==> src/hw/atb_pkg.sv <==
// Constants for the area translation buffers of the data and instruction MMUs.
// Assumes a single 40 MHz clock domain shared with the core that drives lookups.
package atb_pkg;

  // ****************************************************************
  // Entry selection on the special-register port
  // ****************************************************************
  localparam logic [1:0] ATB_SEL_DMATCH  = 2'h0;
  localparam logic [1:0] ATB_SEL_DTRANS  = 2'h1;
  localparam logic [1:0] ATB_SEL_IMATCH  = 2'h2;
  localparam logic [1:0] ATB_SEL_ITRANS  = 2'h3;
  localparam int         ATB_SEL_LSB     = 2;

  // ****************************************************************
  // Match word fields
  // ****************************************************************
  localparam int ATB_VPN_LSB   = 10;
  localparam int ATB_CTX_MSB   = 5;
  localparam int ATB_CTX_LSB   = 2;
  localparam int ATB_VALID_BIT = 0;
  localparam logic [31:0] ATB_MATCH_CTX_MASK = 32'hFFFF_FFC3;

  // ****************************************************************
  // Translate word fields
  // ****************************************************************
  localparam int ATB_PPN_LSB   = 10;
  localparam int ATB_CC_BIT    = 0;
  localparam int ATB_CI_BIT    = 1;
  localparam int ATB_WBC_BIT   = 2;
  localparam int ATB_WOM_BIT   = 3;
  localparam int ATB_ACC_BIT   = 4;
  localparam int ATB_DIRTY_BIT = 5;
  localparam int ATB_URE_BIT   = 6;
  localparam int ATB_UWE_BIT   = 7;
  localparam int ATB_SRE_BIT   = 8;
  localparam int ATB_SWE_BIT   = 9;
  localparam int ATB_SXE_BIT   = 6;
  localparam int ATB_UXE_BIT   = 7;
  localparam logic [31:0] ATB_ITRANS_MASK = 32'hFFFF_FCFF;

  // ****************************************************************
  // Reset values
  // ****************************************************************
  localparam logic [31:0] ATB_WORD_RST = 32'h0000_0000;

endpackage : atb_pkg

==> src/hw/atb_top.sv <==
// Four-entry data and instruction area translation buffers with their
// special-register access port. Lookups and register moves come from core logic
// on the same clock, so no input is synchronised.

// Operation
// - Inhibit bit of the hit entry makes the page bypass the cache.
// - Write-back select bit picks write-back (1) or write-through (0).
// - Weak order bit picks weakly (1) or strongly (0) ordered handling.
// - Each translate word carries an accessed flag, set when the page is used.
// - Each data translate word carries a dirty flag, set when the page is stored.
// - Supervisor execute bit allows or forbids supervisor fetches from the page.
// - User execute bit allows or forbids user fetches from the page.
// - Physical frame number forms the upper bits of the translated address.
// - Entries are 32-bit words moved only by supervisor register moves.
// - Four data and four instruction entries, each a match and translate word.
// - Match word bits 31-10 hold the virtual page tag compared on lookup.
// - Lookup address joins the effective address and the current context tag.
// - Without fast context switching the match context bits read as zero.
// - Supervisor and user read bits allow or forbid loads per mode.
// - Supervisor and user write bits allow or forbid stores per mode.
// - Coherency bit asks for data cache coherency on the page.
// - Data entries serve load/store only, instruction entries serve fetch only.
// - A hit whose permission bits forbid the access raises a page fault.
module atb_top
  import atb_pkg::*;
#(
  parameter int ENTRIES = 4,
  parameter bit CTX_EN  = 1'b1
)(
  input  wire logic        clk,
  input  wire logic        rstn,
  input  wire logic        sup_mode,
  input  wire logic [3:0]  context_tag,
  input  wire logic        spr_we,
  input  wire logic        spr_re,
  input  wire logic [3:0]  spr_addr,
  input  wire logic [31:0] spr_wdata,
  output logic [31:0]      spr_rdata,
  output logic             spr_ack,
  output logic             spr_priv_err,
  input  wire logic        d_req,
  input  wire logic        d_store,
  input  wire logic [31:0] d_eff_addr,
  output logic             d_ack,
  output logic             d_hit,
  output logic [31:0]      d_paddr,
  output logic             d_cache_inhibit,
  output logic             d_write_back,
  output logic             d_weak_order,
  output logic             d_coherency,
  output logic             d_page_fault,
  input  wire logic        i_req,
  input  wire logic [31:0] i_eff_addr,
  output logic             i_ack,
  output logic             i_hit,
  output logic [31:0]      i_paddr,
  output logic             i_cache_inhibit,
  output logic             i_weak_order,
  output logic             i_page_fault
);

  localparam int IW = $clog2(ENTRIES);

  // ****************************************************************
  // Decode helpers
  // ****************************************************************
  function automatic logic atb_match(input logic [31:0] mw, input logic [31:0] ea,
                                     input logic [3:0] ctx);
    logic ctx_ok;
    ctx_ok = CTX_EN ? (mw[ATB_CTX_MSB:ATB_CTX_LSB] == ctx) : 1'b1;
    return mw[ATB_VALID_BIT] && (mw[31:ATB_VPN_LSB] == ea[31:ATB_VPN_LSB])
           && ctx_ok;
  endfunction

  // Lowest index wins when software left overlapping areas
  function automatic logic [IW-1:0] atb_first(input logic [ENTRIES-1:0] v);
    logic [IW-1:0] idx;
    idx = '0;
    for (int k = ENTRIES - 1; k >= 0; k--)
    begin
      if (v[k])
      begin
        idx = IW'(k);
      end
    end
    return idx;
  endfunction

  // ****************************************************************
  // Entry storage; contents are left unreset, software loads them
  // ****************************************************************
  logic [31:0] dmatch_r [ENTRIES];
  logic [31:0] dtrans_r [ENTRIES];
  logic [31:0] imatch_r [ENTRIES];
  logic [31:0] itrans_r [ENTRIES];

  // ****************************************************************
  // Register move decode
  // ****************************************************************
  wire logic [1:0]    spr_sel    = spr_addr[ATB_SEL_LSB+1:ATB_SEL_LSB];
  wire logic [IW-1:0] spr_idx    = spr_addr[IW-1:0];
  wire logic          spr_wr_ok  = spr_we && sup_mode;
  wire logic [31:0]   match_wval = CTX_EN ? spr_wdata
                                          : (spr_wdata & ATB_MATCH_CTX_MASK);
  wire logic [31:0]   itr_wval   = spr_wdata & ATB_ITRANS_MASK;

  // ****************************************************************
  // Data lookup, load/store only
  // ****************************************************************
  logic [ENTRIES-1:0] d_hitv;
  logic [ENTRIES-1:0] i_hitv;
  logic [ENTRIES-1:0] d_set_acc;
  logic [ENTRIES-1:0] d_set_dirty;
  logic [ENTRIES-1:0] i_set_acc;

  wire logic          d_any  = |d_hitv;
  wire logic [IW-1:0] d_idx  = atb_first(d_hitv);
  wire logic [31:0]   d_tw   = dtrans_r[d_idx];
  wire logic          d_rd_ok = sup_mode ? d_tw[ATB_SRE_BIT] : d_tw[ATB_URE_BIT];
  wire logic          d_wr_ok = sup_mode ? d_tw[ATB_SWE_BIT] : d_tw[ATB_UWE_BIT];
  wire logic          d_perm = d_store ? d_wr_ok : d_rd_ok;
  wire logic          d_go   = d_req && d_any && d_perm;
  wire logic          d_flt  = d_req && d_any && !d_perm;

  // ****************************************************************
  // Instruction lookup, fetch only
  // ****************************************************************
  wire logic          i_any  = |i_hitv;
  wire logic [IW-1:0] i_idx  = atb_first(i_hitv);
  wire logic [31:0]   i_tw   = itrans_r[i_idx];
  wire logic          i_perm = sup_mode ? i_tw[ATB_SXE_BIT]
                                        : i_tw[ATB_UXE_BIT];
  wire logic          i_go   = i_req && i_any && i_perm;
  wire logic          i_flt  = i_req && i_any && !i_perm;

  for (genvar g = 0; g < ENTRIES; g++)
  begin : g_ent
    assign d_hitv[g]      = atb_match(dmatch_r[g], d_eff_addr, context_tag);
    assign i_hitv[g]      = atb_match(imatch_r[g], i_eff_addr, context_tag);
    assign d_set_acc[g]   = d_go && (d_idx == IW'(g));
    assign d_set_dirty[g] = d_set_acc[g] && d_store;
    assign i_set_acc[g]   = i_go && (i_idx == IW'(g));
  end

  // ****************************************************************
  // Entry writes; a hardware flag set is ORed over a same-cycle move
  // so a page use is never lost
  // ****************************************************************
  always_ff @(posedge clk)
  begin
    for (int k = 0; k < ENTRIES; k++)
    begin
      if (spr_wr_ok && spr_sel == ATB_SEL_DMATCH && spr_idx == IW'(k))
      begin
        dmatch_r[k] <= match_wval;
      end
      if (spr_wr_ok && spr_sel == ATB_SEL_IMATCH && spr_idx == IW'(k))
      begin
        imatch_r[k] <= match_wval;
      end
    end
  end

  always_ff @(posedge clk)
  begin
    for (int k = 0; k < ENTRIES; k++)
    begin
      if (spr_wr_ok && spr_sel == ATB_SEL_DTRANS && spr_idx == IW'(k))
      begin
        dtrans_r[k] <= spr_wdata | (32'(d_set_acc[k]) << ATB_ACC_BIT)
                                 | (32'(d_set_dirty[k]) << ATB_DIRTY_BIT);
      end
      else
      begin
        dtrans_r[k] <= dtrans_r[k] | (32'(d_set_acc[k]) << ATB_ACC_BIT)
                                   | (32'(d_set_dirty[k]) << ATB_DIRTY_BIT);
      end
    end
  end

  always_ff @(posedge clk)
  begin
    for (int k = 0; k < ENTRIES; k++)
    begin
      if (spr_wr_ok && spr_sel == ATB_SEL_ITRANS && spr_idx == IW'(k))
      begin
        itrans_r[k] <= itr_wval | (32'(i_set_acc[k]) << ATB_ACC_BIT);
      end
      else
      begin
        itrans_r[k] <= itrans_r[k] | (32'(i_set_acc[k]) << ATB_ACC_BIT);
      end
    end
  end

  // ****************************************************************
  // Register move read-back; user-mode moves are refused
  // ****************************************************************
  logic [31:0] spr_mux;

  always_comb
  begin
    unique case (spr_sel)
      ATB_SEL_DMATCH: spr_mux = dmatch_r[spr_idx];
      ATB_SEL_DTRANS: spr_mux = dtrans_r[spr_idx];
      ATB_SEL_IMATCH: spr_mux = imatch_r[spr_idx];
      ATB_SEL_ITRANS: spr_mux = itrans_r[spr_idx];
    endcase
  end

  always_ff @(posedge clk or negedge rstn)
  begin
    if (!rstn)
    begin
      spr_rdata    <= ATB_WORD_RST;
      spr_ack      <= 1'b0;
      spr_priv_err <= 1'b0;
    end
    else
    begin
      spr_ack      <= spr_we || spr_re;
      spr_priv_err <= (spr_we || spr_re) && !sup_mode;
      spr_rdata    <= (spr_re && sup_mode) ? spr_mux : ATB_WORD_RST;
    end
  end

  // ****************************************************************
  // Data lookup answer, one cycle after the request
  // ****************************************************************
  always_ff @(posedge clk or negedge rstn)
  begin
    if (!rstn)
    begin
      d_ack           <= 1'b0;
      d_hit           <= 1'b0;
      d_page_fault    <= 1'b0;
      d_paddr         <= ATB_WORD_RST;
      d_cache_inhibit <= 1'b0;
      d_write_back    <= 1'b0;
      d_weak_order    <= 1'b0;
      d_coherency     <= 1'b0;
    end
    else
    begin
      d_ack           <= d_req;
      d_hit           <= d_req && d_any;
      d_page_fault    <= d_flt;
      d_paddr         <= {d_tw[31:ATB_PPN_LSB], d_eff_addr[ATB_PPN_LSB-1:0]};
      d_cache_inhibit <= d_tw[ATB_CI_BIT];
      d_write_back    <= d_tw[ATB_WBC_BIT];
      d_weak_order    <= d_tw[ATB_WOM_BIT];
      d_coherency     <= d_tw[ATB_CC_BIT];
    end
  end

  // ****************************************************************
  // Instruction lookup answer, one cycle after the request
  // ****************************************************************
  always_ff @(posedge clk or negedge rstn)
  begin
    if (!rstn)
    begin
      i_ack           <= 1'b0;
      i_hit           <= 1'b0;
      i_page_fault    <= 1'b0;
      i_paddr         <= ATB_WORD_RST;
      i_cache_inhibit <= 1'b0;
      i_weak_order    <= 1'b0;
    end
    else
    begin
      i_ack           <= i_req;
      i_hit           <= i_req && i_any;
      i_page_fault    <= i_flt;
      i_paddr         <= {i_tw[31:ATB_PPN_LSB], i_eff_addr[ATB_PPN_LSB-1:0]};
      i_cache_inhibit <= i_tw[ATB_CI_BIT];
      i_weak_order    <= i_tw[ATB_WOM_BIT];
    end
  end

endmodule // atb_top

==> config.mk <==
export PLATFORM = sky130hd
export DESIGN_NAME = atb_top
export DESIGN_NICKNAME = d
export VERILOG_FILES = /design/src/hw/atb_pkg.sv /design/src/hw/atb_top.sv
export SDC_FILE = /design/constraint.sdc
export NUM_CORES = 1
export LEC_CHECK = 0
export BUFFER_PORTS_ARGS = -buffer_cell sky130_fd_sc_hd__buf_2
export CAP_MARGIN = 15
export CORE_AREA = 2 2 234 236
export DETAILED_ROUTE_END_ITERATION = 10
export DIE_AREA = 0 0 236 238
export GPL_TIMING_DRIVEN = 0
export PLACE_DENSITY = 0.66
export SYNTH_ARGS = -nofsm -noshare
export SYNTH_HDL_FRONTEND = slang
export SYNTH_SLANG_ARGS = --single-unit
export TNS_END_PERCENT = 10
==> constraint.sdc <==
create_clock -name clk -period 7 [get_ports clk]
set_input_delay 0.7 -clock clk [delete_from_list [all_inputs] [get_ports clk]]
set_output_delay 0.7 -clock clk [all_outputs]
set_load 0.1 [all_outputs]
==> impl_metrics.toml, run 1 <==
[logic_synthesis]
syn_avg_cell_area_um2 = 17.10
synth_compound_area_share_pct = 3.394
synth-seq-cells = 614
synthesis.area_mm2 = 0.02658
ys_seq_area_share_pct = 66.84
synth_top_family_by_area = "multiplexers"
synth.largest_area_cell = "edfxtp_1"
synth_simple_gate_area_share_pct = 7.394
synth.most_common_cell = "edfxtp_1"
yosys_warnings = 0
synthMuxAreaShare_pct = 13.78
synth.distinct_cells = 70
synth-xor-area-share_pct = 6.994
synthCells = 1555
synth_adder_area_share_pct = 0
synth-edff-count = 492
synth_top_area_share_pct = 55.58
async_flop_share_pct = 17.92
synthFlopType = "edfxtp_1"
synth_area_leaders = "edfxtp_1, mux4_2, dfrtp_1"
synth_nets = 1667
synth_commonest_cells = "edfxtp_1, mux4_2, xnor2_1"

[grt]
track_usage_pct = 31.78
grt_start_max_net_pins = 62
grt_pass1_wl_um = 124500
grt_pass1_vias = 16540
overflow = 0
antenna_found_initial = 4

[critical_path]
path_class = "in2reg"
r2r_start = "dmatch_r[3][31]"
reg2reg_slack_ns = 3.00
r2r_end = "d_paddr[24]"
cp-start-kind = "primary input"
crit_required_ns = 7.49
cp_max_fo = 16
arrival_ns = 4.69
end_kind = "flop"
r2r_cells = 9

[floorplan]
fp.dieH_um = 238
dieWidth_um = 236
ios = 222
core_mm2 = 0.05350
rows = 85
die_area_mm2 = 0.05617
start_util_pct = 49.69

[clocking]
holdBufCountCts = 0
clk-insertion-delay-late_ns = 0.60
h-tree-depth = 3
tritoncts = "yes"
clkTransAtPathRegs_ns = 0.06
cts_resized = 0
cts.root.buffer_cell = "clkbuf_16"
cts_buffers = 67
cts.path.max_buffers = 3
clock_sinks = 614
post_cts_buffers = 0

[run_status]
status = "complete, no violations"

[placement]
dp.cells = 2468
gp_congestion = 0.9637
hpwl_um = 67480
portBuffers = 185

[sta]
finalSetupTns_ns = 0
relSlewSlack_pct = 15.57
post-route-period-util_pct = 60.07
finalHoldViolations = 0
finClkSkew_ns = 0.01900
worst_pin_slew_ns = 1.266
fmax_mhz = 237.8
setup_viol = 0
drv_slew = 0
finalWorstPathRequiredPeriod_ns = 4.205
rsz0062_at_grt = "no"

[power]
vdd.ir_drop.worst_v = 0.0002853
seqPwrFrac_pct = 48.0
power.density_mw_per_mm2 = 268.6
switchingPower_mw = 2.047
combPwrFrac_pct = 9.0
clkPwrFrac_pct = 43.0
swShare_pct = 24.27
intPower_mw = 6.388
p_leak_nw = 10.84

[route]
drcViolationCount = 0
final_antenna_net_count = 0
first_pass_iters = 8
vias = 16480
avgRoutedWirePerCell_um = 33.88
wirelength_um = 87920
vias_per_cell = 6.352
drt-initial-drc-count = 2218

[cells_and_area]
drive_gt1_share_pct = 28.50
area.sequential_mm2 = 0.01777
final_cells = 2595
area_growth_pct = 18.13
final_nets = 1958
multi_input_area_mm2 = 0.008528
num-fill-cells = 4121

[flow_run]
maxCapViolCount = 0

[worst_hold_path]
min_path_type = "in2async"
area by class of cell:
type                            count  share of cell area [%]
Inverter                            7                 0.08367
Clock inverter                     27                   1.036
Buffer                             96                   1.275
Sequential cell                   614                   56.58
Multi-Input combinational cell    838                   27.16
Tap cell                          696                   2.773
Clock buffer                       94                   6.156
Antenna cell                        1                0.007969
Timing Repair Buffer              222                   4.933
critical path: stages:
cell and delay (ns):
clkbuf_1 0.65, clkbuf_1 0.85, clkbuf_1 0.72, nand2_1 0.45, nor2_4 0.67, mux2_2 0.42
a41o_1 0.20
through the flow:
stage	area [um^2]	hold WS (ns)	util [%]	setup WS (ns)	power (mW)
after floorplan	26580	0.4044	-	2.523	4.574
after global placement	28380	0.4481	53.05	-1.349	4.852
after detailed placement	29070	0.4577	54.34	2.298	4.872
after CTS	31330	0.1495	58.56	2.916	8.457
after global routing	31400	0.1821	58.70	2.807	8.642
final	31400	0.1285	58.70	2.795	8.435
routing by layer:
| metal | vias to the layer above | wire, um | track usage [%] | part of all wire (%) |
|---|---|---|---|---|
| li1 | 6837 | - | - | - |
| met1 | 8650 | 34400 | 43.14 | 39 |
| met2 | 878 | 43490 | 52.70 | 49 |
| met3 | 114 | 7615 | 5.958 | 8.7 |
| met4 | 4 | 2375 | 9.651 | 2.7 |
| met5 | - | 30 | 0 | 0.034 |
sequential cells by signal (all words and copies together), names as in the netlist:
name	cells
i_weak_order	1
d_weak_order	1
d_paddr	32
d_ack	1
imatch_r	128
i_paddr	32
d_coherency	1
d_hit	1
d_cache_inhibit	1
i_page_fault	1
spr_priv_err	1
dtrans_r	128
i_hit	1
d_write_back	1
i_cache_inhibit	1
d_page_fault	1
itrans_r	120
i_ack	1
spr_rdata	32
spr_ack	1
dmatch_r	128
logic make-up after synthesis:
logic type	after synthesis
XOR/XNOR	208
multiplexers	170
flip-flops	614
AO/OA/AOI/OAI	98
buffers and inverters	103
AND/OR/NAND/NOR	362
cell usage in the layout (no fill, tap or decap), types with 4 or more instances in the layout:
cell / netlist / routed
clkinv_8: 0 / 4
buf_6: 3 / 19
nand4b_1: 6 / 6
mux2i_1: 6 / 6
dfxtp_1: 12 / 12
nand3_1: 9 / 9
or4_1: 7 / 7
nor2_4: 0 / 12
xnor2_2: 5 / 5
o31ai_1: 5 / 4
edfxtp_1: 492 / 492
a222oi_1: 50 / 50
buf_8: 0 / 7
inv_1: 7 / 7
clkinv_2: 0 / 9
nand4_1: 72 / 72
clkbuf_8: 0 / 7
buf_12: 0 / 4
and4_1: 11 / 11
dfrtp_1: 110 / 110
nor2b_1: 32 / 32
xor2_1: 58 / 58
nand2_1: 120 / 120
or3_1: 5 / 5
mux2_2: 8 / 8
bufinv_16: 0 / 5
nor3_1: 13 / 8
clkbuf_1: 68 / 84
nor2_1: 31 / 18
mux4_2: 156 / 156
buf_1: 14 / 13
xnor2_1: 145 / 145
buf_2: 8 / 193
buf_16: 0 / 9
nor4_1: 29 / 28
o221ai_1: 4 / 4
a41o_1: 6 / 6
clkbuf_16: 0 / 71
nor3_2: 0 / 5
power by group through the flow:
stage / Clock, mW / Sequential [mW] / Combinational (mW)
floorplan: 0 / 4.26 / 0.310
global placement: 0 / 4.12 / 0.733
detailed placement: 0 / 4.12 / 0.751
CTS: 3.66 / 4.05 / 0.755
global route: 3.80 / 4.05 / 0.790
finish: 3.63 / 4.05 / 0.760
worst max-delay path by stage:
stage / slack (ns) / end / from
CTS: 2.92 / itrans_r[3][4] / spr_addr[1]
global route: 2.81 / itrans_r[3][4] / spr_addr[1]
finish: 2.80 / itrans_r[3][4] / spr_addr[1]
detailed placement: 2.30 / itrans_r[3][4] / spr_addr[1]
floorplan: 2.52 / dtrans_r[0][5] / spr_addr[0]
global placement: -1.35 / dtrans_r[0][5] / spr_addr[1]
Power figures use the tool's default switching activity.
==> run 2: changes to the inputs <==
--- a/config.mk
+++ b/config.mk
@@ -5,11 +5,12 @@
 export SDC_FILE = /design/constraint.sdc
 export NUM_CORES = 1
 export LEC_CHECK = 0
+export ABC_AREA = 1
 export BUFFER_PORTS_ARGS = -buffer_cell sky130_fd_sc_hd__buf_2
 export CAP_MARGIN = 15
-export CORE_AREA = 2 2 234 236
+export CORE_AREA = 2 2 237 239
 export DETAILED_ROUTE_END_ITERATION = 10
-export DIE_AREA = 0 0 236 238
+export DIE_AREA = 0 0 239 241
 export GPL_TIMING_DRIVEN = 0
 export PLACE_DENSITY = 0.66
 export SYNTH_ARGS = -nofsm -noshare
==> constraint.sdc (replaced) <==
create_clock -name clk -period 4.29 [get_ports clk]
set_input_delay 0.429 -clock clk [delete_from_list [all_inputs] [get_ports clk]]
set_output_delay 0.429 -clock clk [all_outputs]
set_load 0.1 [all_outputs]
==> run 2 against run 1 <==
  * Power grew 63%
  * Non-clock buffer count grew 37
  * Final area grew 2.9%
  * Core utilization grew 0.18 points
  * Worst setup slack lost 2.2 ns
  * Die area grew 2.5%
  * Synthesized cell count grew 67%
  * Register-to-register slack lost 1.8 ns
  * Sequential cell count is the same
  * Global-route usage grew 8.3 points
  * Critical path type unchanged
  * Largest cell class unchanged
==> impl_metrics.toml, run 2 <==
[logic_synthesis]
synthFlopType = "edfxtp_1"
synth-edff-count = 492
synth_nets = 2711
synth_top_area_share_pct = 53.98
syn_avg_cell_area_um2 = 10.53
synth_area_leaders = "edfxtp_1, dfrtp_1, nand2_1"
yosys_warnings = 0
synth-seq-cells = 614
synth_commonest_cells = "nand2_1, edfxtp_1, inv_1"
synthCells = 2599
synth.distinct_cells = 51
synthesis.area_mm2 = 0.02737
async_flop_share_pct = 17.92
ys_seq_area_share_pct = 64.91
synth.largest_area_cell = "edfxtp_1"
synth.most_common_cell = "nand2_1"

[sta]
drv_slew = 0
holdWs_ns = 0.01508
rsz0062_at_grt = "no"
worst_pin_slew_ns = 1.342
relSlewSlack_pct = 10.51
fmax_mhz = 270.5
finClkSkew_ns = 0.02117
post-route-period-util_pct = 86.18
setup_viol = 0
finalWorstPathRequiredPeriod_ns = 3.697
finalHoldViolations = 0

[cells_and_area]
area_growth_pct = 18.06
mostFrequentLayoutCells = "nand2_1, edfxtp_1, inv_1"
drive_gt1_share_pct = 14.37
num-fill-cells = 4591
finish.utilization_pct = 58.88
final_nets = 3031
layout_commonest_cell = "nand2_1"
reg_top3 = "dmatch_r: 128 flops, dtrans_r: 128 flops, imatch_r: 128 flops"

[grt]
grt_start_max_net_pins = 57
antenna_found_initial = 8
overflow = 0
grt_pass1_wl_um = 158700
track_usage_pct = 40.05
grt_pass1_vias = 21730

[route]
drt-initial-drc-count = 3962
first_pass_iters = 6
vias = 22940
vias_per_cell = 6.238
wirelength_um = 115200
avgRoutedWirePerCell_um = 31.32
final_antenna_net_count = 0
drcViolationCount = 0

[critical_path]
crit_required_ns = 4.76
arrival_ns = 4.16
end_kind = "flop"
cp-start-kind = "primary input"
cp_max_fo = 10
cpMaxStageDelayCell = "clkbuf_1"
path_class = "in2reg"
crit_chain = "buf_2, inv_1, nor2_1, clkbuf_1, clkbuf_1, nand2_1, a31oi_1, nor3_1, nor3_1"
cpPeakStageDelay_ns = 1.03

[clocking]
cts.path.max_buffers = 3
clkTransAtPathRegs_ns = 0.06
post_cts_buffers = 0
clk-insertion-delay-late_ns = 0.66
h-tree-depth = 2
cts.root.buffer_cell = "clkbuf_16"
cts_buffers = 61
tritoncts = "yes"
holdBufCountCts = 23
cts_resized = 0
clock_sinks = 614

[power]
power.density_mw_per_mm2 = 426.1
vdd.ir_drop.worst_v = 0.0003447
p_total_mw = 13.77
p_leak_nw = 12.99

[placement]
hpwl_um = 84480
portBuffers = 213
gp_congestion = 1.016

[floorplan]
fp.dieH_um = 241
start_util_pct = 49.87
rows = 86
core_mm2 = 0.05488
ios = 222
die_area_mm2 = 0.05760
dieWidth_um = 239

[run_status]
status = "complete, no violations"

[worst_hold_path]
min_path_type = "in2reg"

[flow_run]
maxCapViolCount = 0
==> run 2: changes by cell type after synthesis, moves of 31 or more <==
cell / change
inv_1: +260
a222oi_1: -50
nor3_1: +51
nand3_1: +73
a21oi_1: +33
xnor2_1: -113
o22ai_1: +60
nand2_1: +606
nor2_1: +131
mux4_2: -156
o21ai_0: +52
a22oi_1: +141
nand4_1: -31
==> run 2: routing by layer <==
metal	part of all wire, %	GRT usage [%]	vias up
met5	0.023	0	-
met1	37	54.19	11230
li1	-	-	9701
met4	6.7	23.39	4
met3	12	8.624	335
met2	44	60.03	1672
==> run 2: kinds of logic after synthesis <==
kind of cell	synth area share [%]
AOI/OAI and AO/OA	10.59
buffers and inverters	5.463
DFF	64.91
xor gates and xnor gates	2.080
and+or+nand+nor	16.80
muxes	0.1463
==> run 2: through the flow <==
stage	cells	cell area [um^2]	TNS, ns	worst slack [ns]
finish	3678	32310	0	0.5929
global route	3676	32310	0	0.6910
CTS	3675	32300	0	0.7955
detailed placement	3536	29890	0	0.1105
global placement	3516	29320	-413.19	-1.529
floorplan	2599	27370	0	1.058
==> run 2: layout make-up <==
type | count | area [um^2] | share of cell area (%)
flip-flops and latches | 614 | 17770 | 54.98
inverters | 286 | 1074 | 3.322
multi-input cells | 1601 | 8228 | 25.46
clock inverters | 31 | 342.8 | 1.061
clock buffers | 85 | 1832 | 5.669
diodes | 2 | 5.005 | 0.01549
plain buffers | 98 | 421.7 | 1.305
well taps | 704 | 880.8 | 2.726
repair buffers | 257 | 1763 | 5.456
==> run 2: report_power, final <==
| part | internal (mW) | switching [mW] |
|---|---|---|
| clock network | 3.34 | 2.41 |
| logic | 0.292 | 1.12 |
| registers | 6.55 | 0.0482 |
==> run 2: worst max-delay path, delay by kind of cell <==
family / cells / cell delay, ns
compound gates: 1 / 0.64
buf+inv: 4 / 1.83
simple gates: 4 / 1.25
==> run 2: final timing paths <==
path / from / endpoint / slack [ns] / depth (start not counted)
max in group asynchronous: rstn / spr_rdata[0] / 3.13 / 3
hold / removal: spr_we / spr_ack / 0.02 / 3
setup / recovery: spr_addr[0] / spr_rdata[14] / 0.59 / 9
hold reg to reg: dtrans_r[0][5] / dtrans_r[0][5] / 0.48 / 2
setup reg to reg: dmatch_r[3][15] / d_paddr[13] / 1.20 / 12
min in group asynchronous: rstn / i_paddr[17] / 0.38 / 2
